--- config.mk ---
export PLATFORM = sky130hd
export DESIGN_NAME = address_generator
export DESIGN_NICKNAME = d
export VERILOG_FILES = /design/src/agu_pkg.sv /design/src/address_generator.sv
export SDC_FILE = /design/constraint.sdc
export NUM_CORES = 1
export LEC_CHECK = 0
export ABC_CLOCK_PERIOD_IN_PS = 3100
export BUFFER_PORTS_ARGS = -buffer_cell sky130_fd_sc_hd__buf_2
export CAP_MARGIN = 20
export CORE_ASPECT_RATIO = 0.5
export CORE_UTILIZATION = 53
export DETAILED_ROUTE_END_ITERATION = 6
export PLACE_DENSITY = 0.79
export SLEW_MARGIN = 15
export SYNTH_ARGS = -nofsm -noshare
export SYNTH_HDL_FRONTEND = slang
export SYNTH_SLANG_ARGS = --single-unit
--- constraint.sdc ---
create_clock -name clk_i -period 3.1 [get_ports clk_i]
set_input_delay 0.155 -clock clk_i [delete_from_list [all_inputs] [get_ports clk_i]]
set_output_delay 0.155 -clock clk_i [all_outputs]
set_load 0.005 [all_outputs]
--- src/agu_pkg.sv ---
// package of constants and carriers for the address generation block
package agu_pkg;

   // ************************************************************
   // register map (wishbone byte addresses)
   // ************************************************************
   localparam logic [7:0] OFS_BREV = 8'h00;
   localparam logic [7:0] OFS_PAGE = 8'h04;
   localparam logic [7:0] OFS_MODE = 8'h08;
   localparam logic [7:0] OFS_LAST_EA = 8'h0c;
   localparam logic [7:0] OFS_LAST_PA = 8'h10;

   // ************************************************************
   // field layout and reset values
   // ************************************************************
   localparam int BREV_EN_BIT = 15;
   localparam int PIVOT_W = 15;
   localparam int SEL_W = 4;
   localparam int PAGE_W = 8;
   localparam int PAGE_CFG_BIT = 7;
   localparam int WIN_PAGE_LSB = 8;
   localparam logic [SEL_W-1:0] SEL_NONE = 4'hf;
   localparam logic [15:0] BREV_RST = 16'h0000;
   localparam logic [7:0] PAGE_RST = 8'h00;
   localparam logic [15:0] MODE_RST = 16'h000f;
   localparam logic [22:0] PC_STEP = 23'h000002;
   localparam logic [22:0] PC_RST = 23'h000000;

   // ************************************************************
   // modes, operations and carriers
   // ************************************************************
   typedef enum logic [2:0] {
      AM_INDIRECT = 3'b000,
      AM_POST_INC = 3'b001,
      AM_POST_DEC = 3'b010,
      AM_PRE_INC = 3'b011,
      AM_PRE_DEC = 3'b100,
      AM_INDEXED = 3'b101
   } addr_mode_t;

   typedef enum logic [2:0] {
      OP_READ_LOW = 3'b000,
      OP_READ_HIGH = 3'b001,
      OP_WRITE_LOW = 3'b010,
      OP_WRITE_HIGH = 3'b011,
      OP_WIN_READ = 3'b100,
      OP_WIN_WRITE = 3'b101
   } tbl_op_t;

   typedef struct packed {
      logic valid;
      logic is_write;
      logic is_byte;
      logic modulo_en;
      addr_mode_t mode;
      logic [3:0] wreg;
      logic [15:0] pointer;
      logic [15:0] offset;
   } agu_req_t;

   typedef struct packed {
      logic valid;
      logic reversed;
      logic modulo_apply;
      logic [15:0] ea;
      logic [15:0] writeback;
   } agu_resp_t;

   typedef struct packed {
      logic valid;
      tbl_op_t op;
      logic byte_mode;
      logic [15:0] ea;
      logic [15:0] wdata;
   } tbl_req_t;

   typedef struct packed {
      logic valid;
      logic refused;
      logic config_space;
      logic [23:0] prog_addr;
      logic [15:0] rdata;
   } tbl_resp_t;

   typedef struct packed {
      logic rd;
      logic wr;
      logic [2:0] lanes;
      logic [23:0] addr;
      logic [23:0] wdata;
   } pm_cmd_t;

endpackage : agu_pkg

--- src/address_generator.sv ---
// bit-reversed write address generation and table/program space access
//
// The Wishbone interface to the registers and the placing of the registers were decided locally.
`timescale 1ns/100ps
`default_nettype none
module address_generator
   import agu_pkg::*;
#(
   parameter int DATA_W = 16,
   parameter int PM_W = 24
) (
   input wire logic clk_i,
   input wire logic rst_i,
   input wire logic wb_cyc_i,
   input wire logic wb_stb_i,
   input wire logic wb_we_i,
   input wire logic [7:0] wb_adr_i,
   input wire logic [3:0] wb_sel_i,
   input wire logic [31:0] wb_dat_i,
   output logic [31:0] wb_dat_o,
   output logic wb_ack_o,
   input wire agu_req_t agu_req_i,
   output agu_resp_t agu_resp_o,
   input wire tbl_req_t tbl_req_i,
   output tbl_resp_t tbl_resp_o,
   output pm_cmd_t pm_o,
   input wire logic [23:0] pm_rdata_i,
   input wire logic pc_advance_i,
   input wire logic pc_load_i,
   input wire logic [22:0] pc_value_i,
   output logic [23:0] program_counter_o
);

   // lanes are fixed by the carriers; other widths cannot be served
   if (DATA_W != 16 || PM_W != 24) begin : g_width_check
      $error("address_generator supports only 16-bit data and 24-bit program words");
   end

   // ************************************************************
   // software registers
   // ************************************************************
   logic [15:0] bit_reverse_control;
   logic [7:0] table_page;
   logic [15:0] addressing_mode_control;
   logic [15:0] last_ea;
   logic [23:0] last_pa;
   logic wb_hit;
   logic [31:0] next_rdata;

   assign wb_hit = wb_cyc_i & wb_stb_i & ~wb_ack_o;

   // one wait state: ack rises the cycle after the strobe, then drops
   always_ff @(posedge clk_i) begin
      if (rst_i) begin
         wb_ack_o <= 1'b0;
      end else begin
         wb_ack_o <= wb_hit;
      end
   end

   // byte enables honoured on the two low lanes only
   always_ff @(posedge clk_i) begin
      if (rst_i) begin
         bit_reverse_control <= BREV_RST;
         table_page <= PAGE_RST;
         addressing_mode_control <= MODE_RST;
      end else if (wb_hit && wb_we_i) begin
         unique case (wb_adr_i)
            OFS_BREV: begin
               if (wb_sel_i[0]) bit_reverse_control[7:0] <= wb_dat_i[7:0];
               if (wb_sel_i[1]) bit_reverse_control[15:8] <= wb_dat_i[15:8];
            end
            OFS_PAGE: begin
               if (wb_sel_i[0]) table_page <= wb_dat_i[7:0];
            end
            OFS_MODE: begin
               if (wb_sel_i[0]) addressing_mode_control[7:0] <= wb_dat_i[7:0];
               if (wb_sel_i[1]) addressing_mode_control[15:8] <= wb_dat_i[15:8];
            end
            default: begin
            end
         endcase
      end
   end

   // read mux; unmapped addresses read zero
   always_comb begin
      next_rdata = 32'h00000000;
      unique case (wb_adr_i)
         OFS_BREV: next_rdata[15:0] = bit_reverse_control;
         OFS_PAGE: next_rdata[7:0] = table_page;
         OFS_MODE: next_rdata[15:0] = addressing_mode_control;
         OFS_LAST_EA: next_rdata[15:0] = last_ea;
         OFS_LAST_PA: next_rdata[23:0] = last_pa;
         default: next_rdata = 32'h00000000;
      endcase
   end

   always_ff @(posedge clk_i) begin
      if (rst_i) begin
         wb_dat_o <= 32'h00000000;
      end else if (wb_hit) begin
         wb_dat_o <= next_rdata;
      end
   end

   // ************************************************************
   // bit-reversed write address generation
   // ************************************************************
   logic reverse_enable;
   logic [SEL_W-1:0] reverse_pointer_select;
   logic [PIVOT_W-1:0] reverse_pivot;
   logic [PIVOT_W-1:0] ptr_index;
   logic [PIVOT_W-1:0] ptr_mirror;
   logic [PIVOT_W-1:0] pivot_mirror;
   logic [PIVOT_W-1:0] sum_mirror;
   logic [PIVOT_W-1:0] next_index;
   logic rev_active;
   logic [15:0] rev_next;
   logic [15:0] step_up;
   logic [15:0] step_down;
   agu_resp_t next_agu;

   assign reverse_enable = bit_reverse_control[BREV_EN_BIT];
   assign reverse_pivot = bit_reverse_control[PIVOT_W-1:0];
   assign reverse_pointer_select = addressing_mode_control[SEL_W-1:0];
   // word index: pointer lsb dropped, pivot taken in words
   assign ptr_index = agu_req_i.pointer[15:1];

   // mirror pointer and pivot, add, mirror back: carries run downward
   for (genvar i = 0; i < PIVOT_W; i++) begin : g_mirror
      assign ptr_mirror[i] = ptr_index[PIVOT_W-1-i];
      assign pivot_mirror[i] = reverse_pivot[PIVOT_W-1-i];
      assign next_index[i] = sum_mirror[PIVOT_W-1-i];
   end
   // carry out of the mirrored msb is the wrap of the buffer
   assign sum_mirror = ptr_mirror + pivot_mirror;
   // next index scaled to bytes, lsb forced clear
   assign rev_next = {next_index, 1'b0};

   // only indirect increments of word writes through the chosen pointer
   assign rev_active = agu_req_i.valid & agu_req_i.is_write
                     & ~agu_req_i.is_byte
                     & reverse_enable
                     & (reverse_pointer_select != SEL_NONE)
                     & (reverse_pointer_select == agu_req_i.wreg)
                     & (agu_req_i.mode == AM_POST_INC || agu_req_i.mode == AM_PRE_INC);

   assign step_up = agu_req_i.pointer + agu_req_i.offset;
   assign step_down = agu_req_i.pointer - agu_req_i.offset;

   // effective address and pointer writeback
   always_comb begin
      next_agu = '0;
      next_agu.valid = agu_req_i.valid;
      next_agu.reversed = rev_active;
      // modulo correction is suppressed when reversal owns the pointer
      next_agu.modulo_apply = agu_req_i.valid & agu_req_i.modulo_en & ~rev_active;
      next_agu.ea = agu_req_i.pointer;
      next_agu.writeback = agu_req_i.pointer;
      if (rev_active) begin
         // mode offset ignored, pivot used instead
         next_agu.writeback = rev_next;
         if (agu_req_i.mode == AM_PRE_INC) begin
            next_agu.ea = rev_next;
         end else begin
            next_agu.ea = {agu_req_i.pointer[15:1], 1'b0};
         end
      end else begin
         // ordinary addressing, reads included
         unique case (agu_req_i.mode)
            AM_INDIRECT: begin
            end
            AM_POST_INC: next_agu.writeback = step_up;
            AM_POST_DEC: next_agu.writeback = step_down;
            AM_PRE_INC: begin
               next_agu.ea = step_up;
               next_agu.writeback = step_up;
            end
            AM_PRE_DEC: begin
               next_agu.ea = step_down;
               next_agu.writeback = step_down;
            end
            AM_INDEXED: next_agu.ea = step_up;
            default: begin
            end
         endcase
      end
   end

   always_ff @(posedge clk_i) begin
      if (rst_i) begin
         agu_resp_o <= '0;
      end else begin
         agu_resp_o <= next_agu;
      end
   end

   // last effective address, visible to software
   always_ff @(posedge clk_i) begin
      if (rst_i) begin
         last_ea <= 16'h0000;
      end else if (agu_req_i.valid) begin
         last_ea <= next_agu.ea;
      end
   end

   // ************************************************************
   // table and window access to program memory
   // ************************************************************
   logic is_window;
   logic is_write;
   logic byte_sel;
   logic [23:0] next_pa;
   logic [2:0] next_lanes;
   logic [23:0] next_wdata;
   logic refuse;
   logic pend;
   logic pend_refused;
   tbl_op_t pend_op;
   logic pend_byte;
   logic pend_sel;
   logic [23:0] pend_pa;
   logic [15:0] next_tdata;

   assign is_window = (tbl_req_i.op == OP_WIN_READ) || (tbl_req_i.op == OP_WIN_WRITE);
   assign is_write = (tbl_req_i.op == OP_WRITE_LOW) || (tbl_req_i.op == OP_WRITE_HIGH);
   // any alignment taken: lsb becomes the byte select
   assign byte_sel = tbl_req_i.ea[0];
   // window writes are dropped and flagged
   assign refuse = tbl_req_i.op == OP_WIN_WRITE;

   // program address: page over ea, lsb held zero
   always_comb begin
      if (is_window) begin
         next_pa = {addressing_mode_control[15:WIN_PAGE_LSB], tbl_req_i.ea[14:0], 1'b0};
      end else begin
         next_pa = {table_page, tbl_req_i.ea[15:1], 1'b0};
      end
   end

   // write lanes of the 24-bit word; phantom byte writes nothing
   always_comb begin
      next_lanes = 3'b000;
      next_wdata = 24'h000000;
      unique case (tbl_req_i.op)
         OP_WRITE_LOW: begin
            if (!tbl_req_i.byte_mode) begin
               next_lanes = 3'b011;
               next_wdata[15:0] = tbl_req_i.wdata;
            end else if (byte_sel) begin
               next_lanes = 3'b010;
               next_wdata[15:8] = tbl_req_i.wdata[7:0];
            end else begin
               next_lanes = 3'b001;
               next_wdata[7:0] = tbl_req_i.wdata[7:0];
            end
         end
         OP_WRITE_HIGH: begin
            if (!tbl_req_i.byte_mode || !byte_sel) begin
               next_lanes = 3'b100;
               next_wdata[23:16] = tbl_req_i.wdata[7:0];
            end
         end
         default: begin
         end
      endcase
   end

   // memory strobe one cycle after the request
   always_ff @(posedge clk_i) begin
      if (rst_i) begin
         pm_o <= '0;
      end else begin
         pm_o.rd <= tbl_req_i.valid & ~is_write & ~refuse;
         pm_o.wr <= tbl_req_i.valid & is_write;
         pm_o.lanes <= next_lanes;
         pm_o.addr <= next_pa;
         pm_o.wdata <= next_wdata;
      end
   end

   // context held for the returning word
   always_ff @(posedge clk_i) begin
      if (rst_i) begin
         pend <= 1'b0;
         pend_refused <= 1'b0;
         pend_op <= OP_READ_LOW;
         pend_byte <= 1'b0;
         pend_sel <= 1'b0;
         pend_pa <= 24'h000000;
      end else begin
         pend <= tbl_req_i.valid;
         pend_refused <= tbl_req_i.valid & refuse;
         pend_op <= tbl_req_i.op;
         pend_byte <= tbl_req_i.byte_mode & ~is_window;
         pend_sel <= byte_sel;
         pend_pa <= next_pa;
      end
   end

   // lane mapping of returned program word into data word
   always_comb begin
      next_tdata = 16'h0000;
      unique case (pend_op)
         OP_READ_LOW, OP_WIN_READ: begin
            if (!pend_byte) begin
               next_tdata = pm_rdata_i[15:0];
            end else if (pend_sel) begin
               next_tdata[7:0] = pm_rdata_i[15:8];
            end else begin
               next_tdata[7:0] = pm_rdata_i[7:0];
            end
         end
         OP_READ_HIGH: begin
            // phantom byte always reads zero
            if (!pend_byte || !pend_sel) begin
               next_tdata[7:0] = pm_rdata_i[23:16];
            end
         end
         default: begin
         end
      endcase
   end

   always_ff @(posedge clk_i) begin
      if (rst_i) begin
         tbl_resp_o <= '0;
      end else begin
         tbl_resp_o.valid <= pend;
         tbl_resp_o.refused <= pend_refused;
         tbl_resp_o.config_space <= pend_pa[PAGE_CFG_BIT+16];
         tbl_resp_o.prog_addr <= pend_pa;
         tbl_resp_o.rdata <= next_tdata;
      end
   end

   // last program address, visible to software
   always_ff @(posedge clk_i) begin
      if (rst_i) begin
         last_pa <= 24'h000000;
      end else if (tbl_req_i.valid) begin
         last_pa <= next_pa;
      end
   end

   // ************************************************************
   // program counter
   // ************************************************************
   logic [22:0] pc;

   // user space only: bit 23 and bit 0 stay zero
   always_ff @(posedge clk_i) begin
      if (rst_i) begin
         pc <= PC_RST;
      end else if (pc_load_i) begin
         pc <= {pc_value_i[22:1], 1'b0};
      end else if (pc_advance_i) begin
         pc <= pc + PC_STEP;
      end
   end

   always_ff @(posedge clk_i) begin
      if (rst_i) begin
         program_counter_o <= 24'h000000;
      end else begin
         program_counter_o <= {1'b0, pc};
      end
   end

endmodule : address_generator
`default_nettype wire

==> impl_metrics.tcl <==
set metrics [dict create \
    die_y_um 116 \
    maxSlewHeadroom 0.313 \
    core_mm2 0.0254 \
    grt_max_degree 88 \
    overflow 0 \
    synth-xor-area-share 0.0323 \
    io_buffers 334 \
    min_path_type "in2reg" \
    route.top_layer_used "met5" \
    dr_wl_met2_um 20000 \
    synth-edff-count 0 \
    clk_pin_slew_worst_paths_ns 0.07 \
    synth_mux_area_frac 0.0834 \
    antenna_found_initial 5 \
    layout.nets 2207 \
    combPwrFrac 0.168 \
    syn_to_final_growth_pct 28.1 \
    syn_area_mm2 0.0138 \
    powerDensity_mw_per_mm2 484 \
    synth-compound-area-share 0.177 \
    arrival_ns 3.34 \
    grt_pass1_vias 12200 \
    wirelength_met1_um 18100 \
    via_count 13300 \
    postRouteAntennaNets 0 \
    hpwl_um 30000 \
    cts_sinks 283 \
    cp.required_ns 3.53 \
    p_int_w 0.00627 \
    drv_cap 0 \
    ys_ff_latch 283 \
    skew_ns 0.0241 \
    die_area_mm2 0.0268 \
    grt_pass1_wl_um 65000 \
    avgSynthCellArea_um2 8.80 \
    vdd_drop_max_uv 351 \
    worstMarginPinSlew_ns 1.03 \
    via_per_inst 5.66 \
    dieWidth_um 230 \
    synth.distinct_cells 81 \
    postCtsSetupBuffers 0 \
    status "finished clean" \
    worst_hold_slack_ns 0.0284 \
    leakagePower_nw 7.92 \
    setup_viol 0 \
    async_flop_share 0 \
    final_common_cell "buf_2" \
    timing.fmax_mhz 344 \
    pwr-share-clk 0.379 \
    htree_levels 1 \
    synthAdderAreaFrac 0.0460 \
    synth_seq_area_share 0.410 \
    firstDrtPassIters 7 \
    crit_path_max_fanout 4 \
    p_sw_frac 0.269 \
    std_cell_rows 41 \
    setup_ws_ns 0.190 \
    critPathLaunchType "flop" \
    numCtsBuffers 25 \
    start_util 0.545 \
    slew_violations 0 \
    drt-initial-drc-count 1597 \
    post_cts_resized 0 \
    crit_type "reg2reg" \
    clockRootBuffer "clkbuf_16" \
    drive_above_1_share 0.224 \
    wl_met3_um 2990 \
    finalCritPeriodShare 0.939 \
    hold_viol_final 0 \
    synth_area_leaders "dfxtp_1 41%, mux2i_1 7.5%, nor2_1 6.5%" \
    yosys_warnings 0 \
    place_congestion 0.907 \
    fin_tns_setup_ns 0 \
    synth_top_area_frac 0.410 \
    power_switching_w 0.00230 \
    post-route-min-period_ns 2.91 \
    pre_cts_ws_ns 0.219 \
    final_cell_mix "333 x buf_2, 283 x dfxtp_1, 238 x nor2_1" \
    avgRoutedWirePerCell_um 18.1 \
    clk_path_buf_depth 3 \
    synth_simple_gate_area_frac 0.203 \
    ioPinCount 366 \
    synth_cells 1572 \
    synth_top_family_by_area "simple AND/OR/NAND/NOR gates" \
    end_kind "flop" \
    synth_ff_type "dfxtp_1" \
    cts_tree "built" \
    grtUsageTotal 0.303 \
    clock_latency_ns 0.55 \
    rsz0062_at_grt "false" \
    seqPwrFrac 0.452 \
    synth_top_cell_by_area "dfxtp_1" \
    remaining_drc_errors 0 \
    routed_wl_um 42400 \
]
==> per-layer routing <==
| layer | GRT usage | vias to the layer above |
|---|---|---|
| met5 | 0 | - |
| met4 | 0.0967 | 2 |
| met3 | 0.0405 | 92 |
| met2 | 0.528 | 603 |
| met1 | 0.393 | 6243 |
| li1 | - | 6348 |
==> logic make-up (layout without fill, tap and decap cells) <==
group	after synthesis	count (layout)
buf+inv	156	572
xor+xnor	51	51
compound gates	338	338
mux	114	114
simple gates	580	580
flops	283	283
other cells	1	17
fa+ha+maj	49	49
==> Yosys cell counts (8+ instances only) <==
cell         n
dfxtp_1    283
nor2_1     238
mux2i_1    104
nand2_1     89
a21oi_1     82
nor2b_1     78
clkbuf_1    68
inv_1       49
ha_1        46
a211oi_1    41
nor3_1      38
o21ai_0     34
and2_1      31
xnor2_1     28
nand3_1     24
xor2_1      23
a221oi_1    22
a22oi_1     17
buf_4       15
nand2b_1    14
o211ai_1    14
buf_2       12
o22ai_1     12
buf_1       11
or3_1       11
a221o_1     10
mux2_2      10
a21o_1       9
a31oi_1      9
or2_2        9
a2111oi_0    8
a211o_1      8
nand4_1      8
nor3b_1      8
o221ai_1     8
==> power by group through the flow <==
stage	sequential (W)	clock, W	combinational [W]
after CTS	0.00388	0.00328	0.00141
after global placement	0.00395	0	0.00127
after floorplan	0.00395	0	0.000822
after global routing	0.00389	0.00343	0.00156
final	0.00388	0.00325	0.00144
after detailed placement	0.00396	0	0.00128
==> critical path, stage by stage (launching register included) <==
cell and delay (ns):
dfxtp_1 0.42, ha_1 0.22, inv_1 0.06, fa_1 0.44, nor2b_4 0.13, o31a_1 0.24
o41ai_4 0.14, o31a_1 0.34, a311oi_2 0.34, nor4_1 0.09, a2111oi_1 0.36
==> through the flow <==
step | cell area [um^2] | total power, W | std cells | utilization
CTS | 17700 | 0.00856 | 2342 | 0.697
global placement | 15800 | 0.00522 | 2190 | 0.622
detailed placement | 15800 | 0.00524 | 2190 | 0.622
finish | 17700 | 0.00858 | 2348 | 0.697
floorplan | 13900 | 0.00477 | 1583 | -
global route | 17700 | 0.00889 | 2347 | 0.697
==> state kept, by name, indices dropped and copies added (netlist names), 16 cells and up <==
signal                   flops
pend_pa                     23
addressing_mode_control     16
tbl_resp_o                  41
wb_dat_o                    24
program_counter_o           22
agu_resp_o                  35
last_ea                     16
pc                          22
last_pa                     23
pm_o                        29
bit_reverse_control         16
==> path summary, 6_finish.rpt <==
| path | startpoint | endpoint | slack (ns) | cells after the start |
|---|---|---|---|---|
| max | bit_reverse_control[14]$_SDFFE_PP0P_ | last_ea[1]$_SDFFE_PP0P_ | 0.19 | 10 |
| min | agu_req_i[37] | agu_resp_o[1]$_SDFF_PP0_ | 0.03 | 3 |
| max reg2reg | bit_reverse_control[14]$_SDFFE_PP0P_ | last_ea[1]$_SDFFE_PP0P_ | 0.19 | 10 |
| min reg2reg | pend$_SDFF_PP0_ | tbl_resp_o[42]$_SDFF_PP0_ | 0.44 | 1 |
==> cell type report <==
type,count,area (um^2)
sequential,283,5670
antenna,5,12.5
fill,1938,7680
clock buffer,34,689
inverter,49,184
tap,344,430
clock inverter,12,158
multi-input combinational,1144,7540
timing repair buffer,477,3030
==> what timing repair did <==
action                                 4_1_cts  5_1_grt
setup endpoints to repair                    0        0
hold buffers                               106        0
endpoints found under the hold margin      128        0
(Power assumes the default switching activity.)
